## src/design/pixfix_consts.svh

```systemverilog
// Purpose: offsets, field positions and reset values of the pixel-fix/timing bank
// Assumes: byte offsets from the block base, 12-bit local address
// Notes:   definitions only
`ifndef PIXFIX_CONSTS_SVH
`define PIXFIX_CONSTS_SVH

// ----------------------------------------
// register offsets
// ----------------------------------------
`define OFS_INTERP_CONTROL      12'h838
`define OFS_INTERP_SOFT_RESET   12'h83C
`define OFS_INTERP_IRQ_CONTROL  12'h840
`define OFS_USER_FIRST_COL      12'h844
`define OFS_USER_LAST_COL       12'h848
`define OFS_USER_FIRST_ROW      12'h84C
`define OFS_USER_LAST_ROW       12'h850
`define OFS_USER_ROW_COUNT      12'h854
`define OFS_USER_COL_COUNT      12'h858
`define OFS_USER_VBLANK_LINES   12'h85C
`define OFS_USER_HBLANK_LEAD    12'h860
`define OFS_USER_HBLANK_TRAIL   12'h864
`define OFS_USER_SYNC_POLARITY  12'h868
`define OFS_MOSAIC_PHASE        12'h86C
`define OFS_PIXFIX_CONTROL      12'h878
`define OFS_PIXFIX_SOFT_RESET   12'h87C
`define OFS_PIXFIX_NEIGH_LIMIT  12'h880
`define OFS_PIXFIX_SAME_LIMIT   12'h884
`define OFS_INTERP_STATE        12'h888
`define OFS_USED_FIRST_COL      12'h88C
`define OFS_USED_LAST_COL       12'h890
`define OFS_USED_FIRST_ROW      12'h894
`define OFS_USED_LAST_ROW       12'h898
`define OFS_USED_ROW_COUNT      12'h89C
`define OFS_USED_COL_COUNT      12'h8A0
`define OFS_USED_VBLANK_LINES   12'h8A4
`define OFS_USED_HBLANK_LEAD    12'h8A8
`define OFS_USED_HBLANK_TRAIL   12'h8AC
`define OFS_MEAS_SYNC_POLARITY  12'h8B0

// ----------------------------------------
// fields and reset values
// ----------------------------------------
`define BIT_ENABLE              0
`define BIT_WRITE_DONE          1
`define BIT_SOFT_RESET          0
`define BIT_POL_H               0
`define BIT_POL_V               1
`define BIT_PHASE_X             0
`define BIT_PHASE_Y             1
`define BIT_STATE_ENABLE        0
`define BIT_STATE_DONE          1
`define BIT_STATE_POL_H_SEEN    2
`define BIT_STATE_POL_V_SEEN    3
`define BIT_STATE_IN_RESET      4
`define RST_CONTROL             32'h0000_0001
`define RST_SOFT_RESET          32'h0000_0000
`define NUM_TIMING              9

`endif

```

## src/design/pixfix_pkg.sv

```systemverilog
// Purpose: types of the pixel-fix/timing bank
// Assumes: constants come from pixfix_consts.svh
// Notes:   register selector produced by the address decoder
package pixfix_pkg;

    // ----------------------------------------
    // register selector
    // ----------------------------------------
    typedef enum logic [4:0] {
        SEL_NONE,
        SEL_INTERP_CONTROL,
        SEL_INTERP_SOFT_RESET,
        SEL_INTERP_IRQ_CONTROL,
        SEL_USER_TIMING,
        SEL_USER_SYNC_POLARITY,
        SEL_MOSAIC_PHASE,
        SEL_PIXFIX_CONTROL,
        SEL_PIXFIX_SOFT_RESET,
        SEL_PIXFIX_NEIGH_LIMIT,
        SEL_PIXFIX_SAME_LIMIT,
        SEL_INTERP_STATE,
        SEL_USED_TIMING,
        SEL_MEAS_SYNC_POLARITY
    } reg_sel_t;

    typedef struct packed {
        reg_sel_t   sel;
        logic [3:0] idx;
    } reg_hit_t;

endpackage : pixfix_pkg
```

## src/design/pixel_fix_timing_regs.sv

```systemverilog
// Purpose: register bank for pixel-fix thresholds and interpolation timing
// Assumes: processor bus and video inputs; video inputs are resynchronised
// Notes:   read data is registered, one cycle after the read strobe
`include "pixfix_consts.svh"

// Behaviour
// - registers are memory-mapped at fixed offsets from the block base.
// - each register is decoded at its own offset, never by sequence position.
// - control bit 1 is a write-done flag; in-use copies load only when set.
// - read/write threshold for other-colour nearest neighbours at 0x880.
// - read/write threshold for same-colour neighbours at 0x884.
// - user polarity holds vertical in bit 1, horizontal in bit 0; 1 means valid.
// - measured polarities readable at 0x8B0 with the same layout and encoding.
// - phase register bit 0 horizontal, bit 1 vertical, picks top-left sample colour.
// - read/write user timing registers for active, total and blank values.
// - read-only in-use timing values at offsets separate from the user copies.
// - blanking is active low if active video is high during its high period.
// - active coordinates count from 0, total rows and columns from 1.
module pixel_fix_timing_regs #(
    parameter int           TW           = 16,
    parameter int           LW           = 12,
    parameter logic [31:0]  DEF_TIMING   = 32'h0000_0000,
    parameter logic [31:0]  DEF_LIMIT    = 32'h0000_0000,
    parameter logic [31:0]  DEF_IRQ      = 32'h0000_0000,
    parameter logic [1:0]   DEF_POLARITY = 2'h0,
    parameter logic [1:0]   DEF_PHASE    = 2'h0
) (
    input  wire logic           CLK_SYS,
    input  wire logic           NRST,
    input  wire logic [11:0]    BUS_ADDR,
    input  wire logic           BUS_WR,
    input  wire logic           BUS_RD,
    input  wire logic [31:0]    BUS_WDATA,
    output logic      [31:0]    BUS_RDATA,
    output logic                BUS_RVALID,
    input  wire logic           VBLANK_IN,
    input  wire logic           HBLANK_IN,
    input  wire logic           ACTIVE_VIDEO_IN,
    output logic                PIXFIX_ENABLE,
    output logic                PIXFIX_RESET,
    output logic      [LW-1:0]  NEIGHBOUR_LIMIT,
    output logic      [LW-1:0]  SAMECOLOUR_LIMIT,
    output logic                INTERP_ENABLE,
    output logic                INTERP_RESET,
    output logic      [1:0]     MOSAIC_PHASE,
    output logic      [1:0]     SYNC_POLARITY,
    output logic      [TW*`NUM_TIMING-1:0] USED_TIMING
);

    // ----------------------------------------
    // address decode
    // ----------------------------------------
    function automatic pixfix_pkg::reg_hit_t decode(input logic [11:0] a);
        pixfix_pkg::reg_hit_t h;
        h.sel = pixfix_pkg::SEL_NONE;
        h.idx = 4'h0;
        case (a)
            `OFS_INTERP_CONTROL     : h.sel = pixfix_pkg::SEL_INTERP_CONTROL;
            `OFS_INTERP_SOFT_RESET  : h.sel = pixfix_pkg::SEL_INTERP_SOFT_RESET;
            `OFS_INTERP_IRQ_CONTROL : h.sel = pixfix_pkg::SEL_INTERP_IRQ_CONTROL;
            `OFS_USER_FIRST_COL     : h = '{pixfix_pkg::SEL_USER_TIMING, 4'h0};
            `OFS_USER_LAST_COL      : h = '{pixfix_pkg::SEL_USER_TIMING, 4'h1};
            `OFS_USER_FIRST_ROW     : h = '{pixfix_pkg::SEL_USER_TIMING, 4'h2};
            `OFS_USER_LAST_ROW      : h = '{pixfix_pkg::SEL_USER_TIMING, 4'h3};
            `OFS_USER_ROW_COUNT     : h = '{pixfix_pkg::SEL_USER_TIMING, 4'h4};
            `OFS_USER_COL_COUNT     : h = '{pixfix_pkg::SEL_USER_TIMING, 4'h5};
            `OFS_USER_VBLANK_LINES  : h = '{pixfix_pkg::SEL_USER_TIMING, 4'h6};
            `OFS_USER_HBLANK_LEAD   : h = '{pixfix_pkg::SEL_USER_TIMING, 4'h7};
            `OFS_USER_HBLANK_TRAIL  : h = '{pixfix_pkg::SEL_USER_TIMING, 4'h8};
            `OFS_USER_SYNC_POLARITY : h.sel = pixfix_pkg::SEL_USER_SYNC_POLARITY;
            `OFS_MOSAIC_PHASE       : h.sel = pixfix_pkg::SEL_MOSAIC_PHASE;
            `OFS_PIXFIX_CONTROL     : h.sel = pixfix_pkg::SEL_PIXFIX_CONTROL;
            `OFS_PIXFIX_SOFT_RESET  : h.sel = pixfix_pkg::SEL_PIXFIX_SOFT_RESET;
            `OFS_PIXFIX_NEIGH_LIMIT : h.sel = pixfix_pkg::SEL_PIXFIX_NEIGH_LIMIT;
            `OFS_PIXFIX_SAME_LIMIT  : h.sel = pixfix_pkg::SEL_PIXFIX_SAME_LIMIT;
            `OFS_INTERP_STATE       : h.sel = pixfix_pkg::SEL_INTERP_STATE;
            `OFS_USED_FIRST_COL     : h = '{pixfix_pkg::SEL_USED_TIMING, 4'h0};
            `OFS_USED_LAST_COL      : h = '{pixfix_pkg::SEL_USED_TIMING, 4'h1};
            `OFS_USED_FIRST_ROW     : h = '{pixfix_pkg::SEL_USED_TIMING, 4'h2};
            `OFS_USED_LAST_ROW      : h = '{pixfix_pkg::SEL_USED_TIMING, 4'h3};
            `OFS_USED_ROW_COUNT     : h = '{pixfix_pkg::SEL_USED_TIMING, 4'h4};
            `OFS_USED_COL_COUNT     : h = '{pixfix_pkg::SEL_USED_TIMING, 4'h5};
            `OFS_USED_VBLANK_LINES  : h = '{pixfix_pkg::SEL_USED_TIMING, 4'h6};
            `OFS_USED_HBLANK_LEAD   : h = '{pixfix_pkg::SEL_USED_TIMING, 4'h7};
            `OFS_USED_HBLANK_TRAIL  : h = '{pixfix_pkg::SEL_USED_TIMING, 4'h8};
            `OFS_MEAS_SYNC_POLARITY : h.sel = pixfix_pkg::SEL_MEAS_SYNC_POLARITY;
            default                 : h.sel = pixfix_pkg::SEL_NONE;
        endcase
        return h;
    endfunction : decode

    // ----------------------------------------
    // reset release
    // ----------------------------------------
    logic [1:0] rst_sync_q;
    logic       rst_n;

    always_ff @(posedge CLK_SYS or negedge NRST)
    begin
        if (!NRST)
            rst_sync_q <= 2'h0;
        else
            rst_sync_q <= {rst_sync_q[0], 1'b1};
    end
    assign rst_n = rst_sync_q[1];

    // ----------------------------------------
    // write side
    // ----------------------------------------
    pixfix_pkg::reg_hit_t wr_hit;
    pixfix_pkg::reg_hit_t rd_hit;
    logic                 wr_en;

    assign wr_hit = decode(BUS_ADDR);
    assign rd_hit = wr_hit;
    assign wr_en  = BUS_WR;

    logic [1:0]     pix_ctrl_q;
    logic           pix_rst_q;
    logic [1:0]     int_ctrl_q;
    logic           int_rst_q;
    logic [31:0]    irq_ctrl_q;
    logic [LW-1:0]  neigh_q;
    logic [LW-1:0]  same_q;
    logic [1:0]     user_pol_q;
    logic [1:0]     phase_q;
    logic [TW-1:0]  user_q [`NUM_TIMING];
    logic [TW-1:0]  used_q [`NUM_TIMING];

    always_ff @(posedge CLK_SYS or negedge rst_n)
    begin
        if (!rst_n)
        begin
            pix_ctrl_q <= 2'(`RST_CONTROL);
            pix_rst_q  <= 1'b0;
            int_ctrl_q <= 2'(`RST_CONTROL);
            int_rst_q  <= 1'b0;
        end
        else if (wr_en)
        begin
            case (wr_hit.sel)
                pixfix_pkg::SEL_PIXFIX_CONTROL    : pix_ctrl_q <= BUS_WDATA[1:0];
                pixfix_pkg::SEL_PIXFIX_SOFT_RESET : pix_rst_q  <= BUS_WDATA[`BIT_SOFT_RESET];
                pixfix_pkg::SEL_INTERP_CONTROL    : int_ctrl_q <= BUS_WDATA[1:0];
                pixfix_pkg::SEL_INTERP_SOFT_RESET : int_rst_q  <= BUS_WDATA[`BIT_SOFT_RESET];
                default                           : ;
            endcase
        end
    end

    // ----------------------------------------
    // threshold, polarity and phase storage
    // ----------------------------------------

    always_ff @(posedge CLK_SYS or negedge rst_n)
    begin
        if (!rst_n)
        begin
            irq_ctrl_q <= DEF_IRQ;
            neigh_q    <= DEF_LIMIT[LW-1:0];
            same_q     <= DEF_LIMIT[LW-1:0];
            user_pol_q <= DEF_POLARITY;
            phase_q    <= DEF_PHASE;
        end
        else if (wr_en)
        begin
            case (wr_hit.sel)
                pixfix_pkg::SEL_INTERP_IRQ_CONTROL : irq_ctrl_q <= BUS_WDATA;
                pixfix_pkg::SEL_PIXFIX_NEIGH_LIMIT : neigh_q    <= BUS_WDATA[LW-1:0];
                pixfix_pkg::SEL_PIXFIX_SAME_LIMIT  : same_q     <= BUS_WDATA[LW-1:0];
                pixfix_pkg::SEL_USER_SYNC_POLARITY : user_pol_q <= BUS_WDATA[1:0];
                pixfix_pkg::SEL_MOSAIC_PHASE       : phase_q    <= BUS_WDATA[1:0];
                default                            : ;
            endcase
        end
    end

    // ----------------------------------------
    // video inputs and polarity detection
    // ----------------------------------------
    logic [2:0] vid_meta_q;
    logic [2:0] vid_q;
    logic [1:0] meas_pol_q;
    logic [1:0] pol_seen_q;
    logic       vblank_norm_q;
    logic       frame_start;
    logic       interp_hold;
    logic       load_used;

    always_ff @(posedge CLK_SYS or negedge rst_n)
    begin
        if (!rst_n)
        begin
            vid_meta_q <= 3'h0;
            vid_q      <= 3'h0;
        end
        else
        begin
            vid_meta_q <= {VBLANK_IN, HBLANK_IN, ACTIVE_VIDEO_IN};
            vid_q      <= vid_meta_q;
        end
    end

    assign interp_hold = int_rst_q;

    // ----------------------------------------
    // measured polarity
    // ----------------------------------------

    // bit 1 vertical, bit 0 horizontal, 1 means valid signalling
    always_ff @(posedge CLK_SYS or negedge rst_n)
    begin
        if (!rst_n)
        begin
            meas_pol_q <= 2'h0;
            pol_seen_q <= 2'h0;
        end
        else if (interp_hold)
        begin
            meas_pol_q <= 2'h0;
            pol_seen_q <= 2'h0;
        end
        else if (vid_q[0])
        begin
            meas_pol_q <= vid_q[2:1];
            pol_seen_q <= 2'h3;
        end
    end

    // ----------------------------------------
    // frame start
    // ----------------------------------------

    // frame top-left: vertical blanking leaves its blank state
    always_ff @(posedge CLK_SYS or negedge rst_n)
    begin
        if (!rst_n)
            vblank_norm_q <= 1'b0;
        else
            vblank_norm_q <= vid_q[2] ^ meas_pol_q[`BIT_POL_V];
    end
    assign frame_start = vblank_norm_q & ~(vid_q[2] ^ meas_pol_q[`BIT_POL_V]);

    // in-use copies follow only once the update is marked done
    assign load_used = !interp_hold && int_ctrl_q[`BIT_ENABLE]
                       && int_ctrl_q[`BIT_WRITE_DONE] && frame_start;

    // ----------------------------------------
    // user and in-use timing copies
    // ----------------------------------------
    genvar gi;
    generate
        for (gi = 0; gi < `NUM_TIMING; gi++)
        begin : g_timing
            always_ff @(posedge CLK_SYS or negedge rst_n)
            begin
                if (!rst_n)
                    user_q[gi] <= DEF_TIMING[TW-1:0];
                else if (wr_en && wr_hit.sel == pixfix_pkg::SEL_USER_TIMING && wr_hit.idx == 4'(gi))
                    user_q[gi] <= BUS_WDATA[TW-1:0];
            end

            always_ff @(posedge CLK_SYS or negedge rst_n)
            begin
                if (!rst_n)
                    used_q[gi] <= DEF_TIMING[TW-1:0];
                else if (load_used)
                    used_q[gi] <= user_q[gi];
            end

            assign USED_TIMING[gi*TW +: TW] = used_q[gi];
        end
    endgenerate

    // ----------------------------------------
    // read side
    // ----------------------------------------
    logic [31:0] rd_d;
    logic [31:0] state_word;

    // ----------------------------------------
    // status word
    // ----------------------------------------

    always_comb
    begin
        state_word                         = 32'h0000_0000;
        state_word[`BIT_STATE_ENABLE]      = int_ctrl_q[`BIT_ENABLE];
        state_word[`BIT_STATE_DONE]        = int_ctrl_q[`BIT_WRITE_DONE];
        state_word[`BIT_STATE_POL_H_SEEN]  = pol_seen_q[`BIT_POL_H];
        state_word[`BIT_STATE_POL_V_SEEN]  = pol_seen_q[`BIT_POL_V];
        state_word[`BIT_STATE_IN_RESET]    = int_rst_q;
    end

    always_comb
    begin
        rd_d = 32'h0000_0000;
        case (rd_hit.sel)
            pixfix_pkg::SEL_INTERP_CONTROL     : rd_d[1:0]    = int_ctrl_q;
            pixfix_pkg::SEL_INTERP_SOFT_RESET  : rd_d[0]      = int_rst_q;
            pixfix_pkg::SEL_INTERP_IRQ_CONTROL : rd_d         = irq_ctrl_q;
            pixfix_pkg::SEL_USER_TIMING        : rd_d[TW-1:0] = user_q[rd_hit.idx];
            pixfix_pkg::SEL_USER_SYNC_POLARITY : rd_d[1:0]    = user_pol_q;
            pixfix_pkg::SEL_MOSAIC_PHASE       : rd_d[1:0]    = phase_q;
            pixfix_pkg::SEL_PIXFIX_CONTROL     : rd_d[1:0]    = pix_ctrl_q;
            pixfix_pkg::SEL_PIXFIX_SOFT_RESET  : rd_d[0]      = pix_rst_q;
            pixfix_pkg::SEL_PIXFIX_NEIGH_LIMIT : rd_d[LW-1:0] = neigh_q;
            pixfix_pkg::SEL_PIXFIX_SAME_LIMIT  : rd_d[LW-1:0] = same_q;
            pixfix_pkg::SEL_INTERP_STATE       : rd_d         = state_word;
            pixfix_pkg::SEL_USED_TIMING        : rd_d[TW-1:0] = used_q[rd_hit.idx];
            pixfix_pkg::SEL_MEAS_SYNC_POLARITY : rd_d[1:0]    = meas_pol_q;
            default                            : rd_d         = 32'h0000_0000;
        endcase
    end

    always_ff @(posedge CLK_SYS or negedge rst_n)
    begin
        if (!rst_n)
        begin
            BUS_RDATA  <= 32'h0000_0000;
            BUS_RVALID <= 1'b0;
        end
        else
        begin
            BUS_RVALID <= BUS_RD;
            if (BUS_RD)
                BUS_RDATA <= rd_d;
        end
    end

    // ----------------------------------------
    // outputs to the datapath
    // ----------------------------------------
    assign PIXFIX_ENABLE    = pix_ctrl_q[`BIT_ENABLE];
    assign PIXFIX_RESET     = pix_rst_q;
    assign NEIGHBOUR_LIMIT  = neigh_q;
    assign SAMECOLOUR_LIMIT = same_q;
    assign INTERP_ENABLE    = int_ctrl_q[`BIT_ENABLE];
    assign INTERP_RESET     = int_rst_q;
    assign MOSAIC_PHASE     = phase_q;
    assign SYNC_POLARITY    = user_pol_q;

endmodule : pixel_fix_timing_regs

```

## config.mk

```make
export PLATFORM = sky130hd
export DESIGN_NAME = pixel_fix_timing_regs
export DESIGN_NICKNAME = d
export VERILOG_FILES = /design/src/design/pixfix_pkg.sv /design/src/design/pixel_fix_timing_regs.sv
export VERILOG_INCLUDE_DIRS = /design/src /design/src/design
export SDC_FILE = /design/constraint.sdc
export NUM_CORES = 1
export LEC_CHECK = 0
export BUFFER_PORTS_ARGS = -buffer_cell sky130_fd_sc_hd__buf_2
export CAP_MARGIN = 5
export CORE_MARGIN = 5
export CORE_UTILIZATION = 30
export DETAILED_ROUTE_END_ITERATION = 12
export GPL_ROUTABILITY_DRIVEN = 0
export GPL_TIMING_DRIVEN = 0
export PLACE_DENSITY = 0.6
export RECOVER_POWER = 25
export SETUP_SLACK_MARGIN = 0.3
export SYNTH_ARGS = -nofsm -noshare
export SYNTH_HDL_FRONTEND = slang
export SYNTH_SLANG_ARGS = --single-unit
export TNS_END_PERCENT = 50
```

## constraint.sdc

```tcl
create_clock -name CLK_SYS -period 12.2 [get_ports CLK_SYS]
set_input_delay 0.61 -clock CLK_SYS [delete_from_list [all_inputs] [get_ports CLK_SYS]]
set_output_delay 0.61 -clock CLK_SYS [all_outputs]
set_load 0.1 [all_outputs]
```

# After elaboration in Yosys (flattened, before gate mapping)
# Index checks and enable logic that the tools add are counted.
[word_totals]
register_bits = 400
inputBits = 51
[op_classes]
order_cmp = 1
eq_ne = 50
muxes = 17
bitwise = 4
n_reduce_logical = 36
[ops]
columns = ["operator", "n"]
rows = [
  ["$eq A12 B12 Y1 const B", 29],
  ["$bmux W16 S4", 2],
  ["$mux W16", 5],
  ["$pmux W10 S6", 1],
  ["$pmux W4 S13", 1],
  ["$pmux W4 S8", 1],
  ["$eq A5 B4 Y1 const B", 6],
  ["$eq A5 B3 Y1 const B", 4],
  ["$reduce_and A2 Y1", 9],
  ["$reduce_or A2 Y1", 9],
  ["$reduce_or A9 Y1", 2],
  ["$eq A4 B3 Y1 const B", 4],
  ["$logic_and A1 B1 Y1", 13],
  ["$pmux W1 S12", 1],
  ["$pmux W4 S3", 1],
  ["$eq A5 B2 Y1 const B", 2],
  ["$pmux W1 S10", 1],
  ["$eq A4 B2 Y1 const B", 2],
  ["$mux W2", 4],
  ["$eq A5 B1 Y1 const B", 1],
  ["$ge A5 B5 Y1 const B", 1],
  ["$not A4 Y5", 1],
  ["$eq A4 B1 Y1 const B", 1],
  ["$eq A4 B4 Y1 const B", 1],
  ["6 further kinds", 6],
]

# Logic depth before layout (Yosys ltp)
# Gate-level depths: netlist (run 1).
[depth]
ltp_word = 8
depth_mapped = 12
depth_no_buf = 8

# Worst setup path before layout (run 1)
# Ideal clock, no wire load.
[synth_path]
path_kind = "input to register"
startpoint = "in BUS_ADDR[9]"
endpoint = "reg user_q[37] in the netlist's numbering"
setup_ns = 0.125
arrival_time_ns = 2.770
required_time_ns = 12.075
slack_ns = 9.305
cell_stages = 9
n_path_buf = 2
cell_sequence = "or4b_4 -> nor2_8 -> and3_1 -> and2_1 -> buf_6 -> nand2_4 -> nor4_4 -> buf_6 -> mux2_2"
[synth_via]
elab_chain_cells = 6
elab_cells_between_ends = 45
[synth_rtl]
columns = ["item", "line_no", "source"]
rows = [
  ["start: declaration", "pixel_fix_timing_regs.sv:30", "input wire logic [11:0] BUS_ADDR,"],
  ["$eq A12 B12 Y1", "pixel_fix_timing_regs.sv:57", "case (a)"],
  ["$reduce_or A9 Y1 (no line)", "-", ""],
  ["$pmux W4 S13", "pixel_fix_timing_regs.sv:57", ""],
  ["$eq A5 B3 Y1", "pixel_fix_timing_regs.sv:259", "else if (wr_en && wr_hit.sel == pixfix_pkg::SEL_USER_TIMING && wr_hit.idx == 4'(gi))"],
  ["$logic_and A1 B1 Y1", "pixel_fix_timing_regs.sv:259", ""],
  ["$logic_and A1 B1 Y1 (*)", "pixel_fix_timing_regs.sv:259", ""],
  ["end signal: indexed assignment", "pixel_fix_timing_regs.sv:258", "user_q[gi] <= DEF_TIMING[TW-1:0];"],
  ["end signal: indexed assignment", "pixel_fix_timing_regs.sv:260", "user_q[gi] <= BUS_WDATA[TW-1:0];"],
  ["end: declaration", "pixel_fix_timing_regs.sv:127", "logic [TW-1:0] user_q [`NUM_TIMING];"],
]
# Mark *: on every way between the ends. The rest lies on a longest branch, timed or not.
# A chain may end at the register's enable or synchronous reset.

==> results of run 1 <==
metrics by stage:
step | setup slack, ns | utilization, % | power [mW] | hold WS [ns]
after global routing | 5.62 | 36.5 | 2.91 | 0.130
final | 6.77 | 36.5 | 2.82 | 0.146
after detailed placement | 8.25 | 34.2 | 1.50 | 0.335
after global placement | 3.30 | 34.0 | 1.49 | 0.337
after floorplan | 5.69 | - | 1.44 | 0.314
after CTS | 8.86 | 36.6 | 2.85 | 0.117
synth_stat cells (all sizes together) (3+ instances only):
cell type	instances	share of area, %
o22ai	21	0.72
a221oi	4	0.19
nor3	21	0.85
mux2i	19	1.0
inv	20	0.41
a32oi	6	0.29
o22a	7	0.34
a32o	4	0.22
a22oi	14	0.61
a31oi	9	0.31
a21oi	41	1.1
mux4	47	5.8
a211oi	5	0.21
nor3b	4	0.17
clkbuf	49	1.0
nand4	10	0.34
nor2b	5	0.17
o211ai	4	0.17
and3	8	0.28
buf	46	1.7
nand3	34	1.0
nand2b	3	0.10
nand2	74	1.6
nor4b	3	0.21
o21ai	27	0.76
mux2	357	22
and2	5	0.17
nor2	33	0.88
nor4	3	0.19
dfrtp	397	55
o31ai	6	0.25
path summary, 6_finish.rpt:
check / to / slack (ns)
worst max-delay path: USED_TIMING[0]$_DFFE_PN0P_ / 6.77
worst min-delay path: vid_meta_q[1]$_DFF_PN0_ / 0.15
worst max register to register: USED_TIMING[0]$_DFFE_PN0P_ / 6.77
worst min register to register: rst_sync_q[1]$_DFF_PN0_ / 0.35
max in group CLK_SYS: BUS_RDATA[4]$_DFFE_PN0P_ / 8.78
min in group asynchronous: rst_sync_q[0]$_DFF_PN0_ / 0.34
power groups by stage:
| stage | Combinational (mW) | Clock (mW) | Sequential [mW] |
|---|---|---|---|
| 6_report | 0.127 | 1.35 | 1.34 |
| 5_1_grt | 0.138 | 1.43 | 1.34 |
| 4_1_cts | 0.130 | 1.38 | 1.34 |
| 3_5_place_dp | 0.130 | 0 | 1.37 |
| 3_3_place_gp | 0.100 | 0 | 1.39 |
| 2_1_floorplan | 0.0349 | 0 | 1.41 |
cell usage in the layout, fill, tap and decap left out, types with 19 or more instances in the layout:
| cell type | instances |
|---|---|
| inv_1 | 20 |
| o22ai_1 | 21 |
| o21ai_0 | 25 |
| nand2_1 | 73 |
| buf_2 | 263 |
| nor2_1 | 26 |
| mux2_2 | 353 |
| mux2i_1 | 19 |
| nand3_1 | 32 |
| clkbuf_16 | 44 |
| a21oi_1 | 41 |
| dfrtp_1 | 397 |
| mux4_2 | 47 |
| clkbuf_1 | 64 |
what timing repair did:
action	in CTS	in global routing
setup endpoints to repair	0	0
endpoints found under the hold margin	2	0
buffers inserted	0	0
hold buffers	1	0
flip-flops by register name (all words and copies together), names as in the netlist, 2 cells and up:
register          flops
SYNC_POLARITY         2
MOSAIC_PHASE          2
rst_sync_q            2
pix_ctrl_q            2
int_ctrl_q            2
vid_meta_q            3
BUS_RDATA            32
user_q              144
NEIGHBOUR_LIMIT      12
meas_pol_q            2
irq_ctrl_q           32
SAMECOLOUR_LIMIT     12
vid_q                 3
USED_TIMING         144
cells by family after synthesis:
group                     Yosys count  synth area share (%)
and+or+nand+nor                   211                  6.35
xor gates and xnor gates            4                 0.193
buffers and inverters             115                  3.11
DFF                               399                  55.0
AOI/OAI and AO/OA                 171                  6.32
other                               1                0.0206
muxes                             423                  29.0
final cells by class:
type	count	area (um2)
fill	5877	38200
sequential	399	9990
multi-input combinational	810	7610
timing repair buffer	261	1350
clock buffer	63	1270
tap	782	978
buffer	95	490
clock inverter	11	174
inverter	20	75.1
antenna	1	2.50
metal layers:
layer	vias up	wire length, um
met5	-	28
met4	6	1890
met3	101	6350
met2	511	29800
met1	6780	26000
li1	5505	-
==> reports/qor.csv, run 1 <==
metric,value,unit
status,"complete, but fails checks",
failing checks,"capacitance limit, slew limit",
Int Pwr,2.15,mW
Hold Path Cell Cnt,1,
Worst Setup SP,rst_sync_q[1]$_DFF_PN0_,
Clock Skew,0.0319,ns
GRT Util Overall,19.0,%
Final Hold Fails,0,
GRT busiest layer,met2,
clock network power share,47.9,%
vias,12900,
Root Driver,clkbuf_16,
layout cells sized above 1,47.0,%
Hold Path Class,in -> reg,
Post-DP HPWL,47800,um
sw frac,23.8,%
min-delay src,HBLANK_IN,
final net count,1682,
Lkg Pwr,10.8,nW
Peak VDD IR,0.0964,mV
M1 GR Usage,24.3,%
crit-path cells,clkbuf_1,
Crit-path slowest cell,clkbuf_1,
sequential share of power,47.6,%
Yosys cell types,77,
Final min period,5.43,ns
Setup CP Type,reg -> async,
final setup vio count,0,
area delta synth->final,20.8,%
reg2reg path depth,1,
die height,256,um
CP max stage delay,2.83,ns
DRT Pass-1 Iters,5,
cell area after synthesis,18200,um2
worst skew pair latency,0.59,ns
Post-Route WL,64100,um
Row Count,90,
final worst-path cycle share,44.5,%
initial antenna violation count,5,
Clock transition at path regs,0.06,ns
required time worst endpoint,12.00,ns
WP buf/inv,1,
CTS buffer count,44,
synthesis warning total,0,
"Slew Viols, Final",260,
Synth async-reset ratio,100,%
H-tree level count,2,
worst-margin pin slew,3.89,ns
GR Overflow Total,0,
"delay-heaviest family, CP",buffers and inverters,
sequential share of the synthesized area,55.0,%
largest net degree at the start of global routing,75,
Avg WL per Cell,26.3,um
max_cap viols,4,
Synth Flop Type,dfrtp_1,
crit end category,asynchronous set/reset pin,
power density cells,129,nW/um2
CTS Sinks,399,
"EDFF count, synth",0,
vias in the first global route,13300,
IO Pins,260,
Residual DRC,0,
post-route ant nets,0,
CTS resizes,0,
Fmax,184,MHz
DIE WIDTH,256,um
starting density of the core,30.2,%
worst-path maximum fanout,68,
mean cell area of the mapped netlist,13.7,um2
Vias/cell,5.28,
CTS tree,built,
CP Launch Type,register,
Critical Path Stages,1,
CP arrival,5.23,ns
Clock Path Buffers,3,
met2 Use GR,30.2,%
sw power,0.671,mW
Syn Nets,1375,
Sum Neg Setup Slack,0,ns
Post-Layout Inst Area,21900,um2
Syn Inst Count,1324,
first-pass GRT wire length,93500,um
die area,65600,um2
1st-iter DRT viols,1094,
GR met3 Demand/Resource,7.03,%
Post-DP Area,20600,um2
Post-Place Cells,2366,
Port-buffer cells,255,
Final Non-Filler Cells,2442,
Logic pwr share,4.5,%
Slew HR,-159,%
RSZ-0062 raised after global routing,no,
core area,60100,um2
Yosys reg bits,399,
reg2reg start,rst_sync_q[1]$_DFF_PN0_,
No activity file was read; power rests on OpenSTA's default activity.
==> run 2, diff against run 1 <==
Settings changed: ABC_AREA set to 1.
Clock period 12.2 ns to 4.7 ns, I/O delays scaled along.
==> run 2 against run 1 <==
Against the previous run:
- the flow still finishes with violations (capacitance limit, slew limit)
- register-to-register slack worse by 5.3 ns
- global-route usage is 3.4 points higher
- core utilization is 0.31 points higher
- synthesized area is 3.8% higher
- clock-buffer cell count is 1 higher
- non-clock buffer count is 74 higher
- power grew to 2.6 times the previous value
- sequential power grew to 2.6 times the previous value
==> reports/qor.csv, run 2 <==
metric,value,unit
status,"complete, but fails checks",
reg2reg path depth,7,
vias in the first global route,16900,
worst-margin pin slew,1.80,ns
cell mode on critical path,clkbuf_1,
"EDFF count, synth",0,
Lkg Pwr,11.6,nW
Root Driver,clkbuf_16,
synth top area cells,"dfrtp_1, nand2_1, o21ai_0",
Syn Inst Count,2303,
Clock transition at path regs,0.06,ns
Port-buffer cells,259,
Avg WL per Cell,22.3,um
failing checks,"capacitance limit, slew limit",
GRT Util Overall,22.4,%
largest net degree at the start of global routing,69,
"commonest non-fill, non-tap cell in the layout",nand2_1,
max_cap viols,3,
first-pass GRT wire length,113000,um
Post-Route WL,78400,um
Residual DRC,0,
Clock Skew,0.0307,ns
Syn Nets,2354,
starting density of the core,30.1,%
initial antenna violation count,1,
fin util,36.8,%
Setup CP Type,reg -> reg,
XOR/XNOR share of the synthesized area,0.0464,%
Hold Path Class,in -> reg,
Reg-to-Reg End,USED_TIMING[26]$_DFFE_PN0P_,
"Slew Viols, Final",201,
Synth Flop Type,dfrtp_1,
crit-path cells,"xor2_1, nor2_1, nand3_1, clkbuf_1, buf_1, clkbuf_1, o21ai_0",
Crit-path slowest cell,clkbuf_1,
post-route ant nets,0,
worst-path maximum fanout,10,
Peak VDD IR,0.206,mV
Post-CTS Setup Bufs,0,
Synth async-reset ratio,100,%
GR Overflow Total,0,
post-synth top area share,52.7,%
most frequent cells in the layout,"nand2_1, dfrtp_1, buf_2, o21ai_0, inv_1",
power density cells,321,nW/um2
Post-DP HPWL,59400,um
Adder-Cell Fraction of Synth Area,0,%
cell area after synthesis,18900,um2
largest family of logic cells by synthesized area,simple AND/OR/NAND/NOR gates,
Yosys reg bits,399,
DRT Pass-1 Iters,8,
reg2reg setup slack,1.49,ns
final net count,2693,
Clock Path Buffers,3,
Row Count,92,
Final Hold Fails,0,
worst setup margin,1.49,ns
compound-cell area share of the yosys netlist,13.7,%
Slew HR,-19.8,%
final setup vio count,0,
Vias/cell,5.05,
CTS buffer count,43,
CP Launch Type,register,
core area,62600,um2
die height,261,um
post-synth top area cell,dfrtp_1,
CP max stage delay,0.85,ns
CTS tree,built,
mean cell area of the mapped netlist,8.19,um2
worst skew pair latency,0.57,ns
area delta synth->final,22.2,%
Sum Neg Setup Slack,0,ns
Worst Setup SP,meas_pol_q[1]$_DFFE_PN0P_,
synthesis warning total,0,
antenna fix cells,0,
crit end category,register,
Final min period,3.21,ns
H-tree level count,2,
DIE WIDTH,261,um
die area,68000,um2
top-count cell post-synth,nand2_1,
Synth top cells by count,"nand2_1, dfrtp_1, o21ai_0",
final worst-path cycle share,68.2,%
CTS resizes,0,
1st-iter DRT viols,1974,
Yosys cell types,42,
simple-gate share of the synthesized area,22.7,%
vias,17800,
RSZ-0062 raised after global routing,no,
required time worst endpoint,5.09,ns
sequential share of the synthesized area,53.0,%
crit path to,USED_TIMING[26]$_DFFE_PN0P_,
reg2reg start,meas_pol_q[1]$_DFFE_PN0P_,
layout cells sized above 1,19.0,%
Fmax,312,MHz
worst slack at placement,1.29,ns
CP arrival,3.59,ns
IO Pins,260,
CTS Sinks,399,
mux cell area share after synthesis,2.93,%
run 2: worst min-delay path by stage:
| stage | startpoint | end | slack (ns) | cells after the start |
|---|---|---|---|---|
| after floorplan | NRST | rst_sync_q[0]$_DFF_PN0_ | -0.06 | 0 |
| after global placement | NRST | rst_sync_q[0]$_DFF_PN0_ | 0.02 | 1 |
| after detailed placement | NRST | rst_sync_q[0]$_DFF_PN0_ | 0.02 | 1 |
| after CTS | BUS_WDATA[7] | user_q[135]$_DFFE_PN0P_ | 0.006 | 3 |
| after global routing | BUS_WDATA[7] | user_q[135]$_DFFE_PN0P_ | 0.03 | 3 |
| final | BUS_WDATA[7] | user_q[135]$_DFFE_PN0P_ | 0.02 | 3 |
run 2: through the flow:
step	hold slack [ns]	instance area, um2	cells	power (mW)
2_1_floorplan	-0.0606	18900	2303	3.75
3_3_place_gp	0.0220	21200	3408	3.87
3_5_place_dp	0.0235	21400	3414	3.89
4_1_cts	0.00623	23100	3522	7.45
5_1_grt	0.0267	23000	3522	7.61
6_report	0.0166	23000	3522	7.40
run 2: power by group:
part	internal (mW)	switching [mW]
registers	3.46	0.0177
logic	0.0819	0.278
clock network	2.09	1.47
run 2: area by class of cell:
cell class | instances | area [um2]
Buffer | 136 | 657
Clock buffer | 64 | 1270
Clock inverter | 15 | 196
Fill cell | 6623 | 39600
Inverter | 209 | 786
Multi-Input combinational cell | 1559 | 7400
Sequential cell | 399 | 9990
Tap cell | 846 | 1060
Timing Repair Buffer | 294 | 1680
run 2: what timing repair did:
item,in CTS,in global routing
setup endpoints to repair,0,0
hold buffers,29,0
endpoints found under the hold margin,34,0
run 2: layer usage:
layer	vias up	track usage, %	wire length [um]	share of wire, %
li1	8086	-	-	-
met4	2	11.6	4780	6.1
met3	186	4.66	6760	8.6
met2	852	35.5	35900	46
met1	8653	29.0	30900	39
met5	-	0	13	0.017
run 2: logic make-up (layout without fill, tap and decap cells):
logic type / after synthesis / in the layout
and+or+nand+nor: 1020 / 1020
muxes: 49 / 49
xor gates and xnor gates: 1 / 1
buffers and inverters: 345 / 718
AOI/OAI and AO/OA: 488 / 488
DFF: 399 / 399
other: 1 / 1
run 2: critical path: cells and delay by family, from the launching register on:
family	cells	cell delay (ns)
xor gates and xnor gates	1	0.21
buffers and inverters	3	1.96
AOI/OAI and AO/OA	1	0.19
DFF	1	0.41
and+or+nand+nor	2	0.24
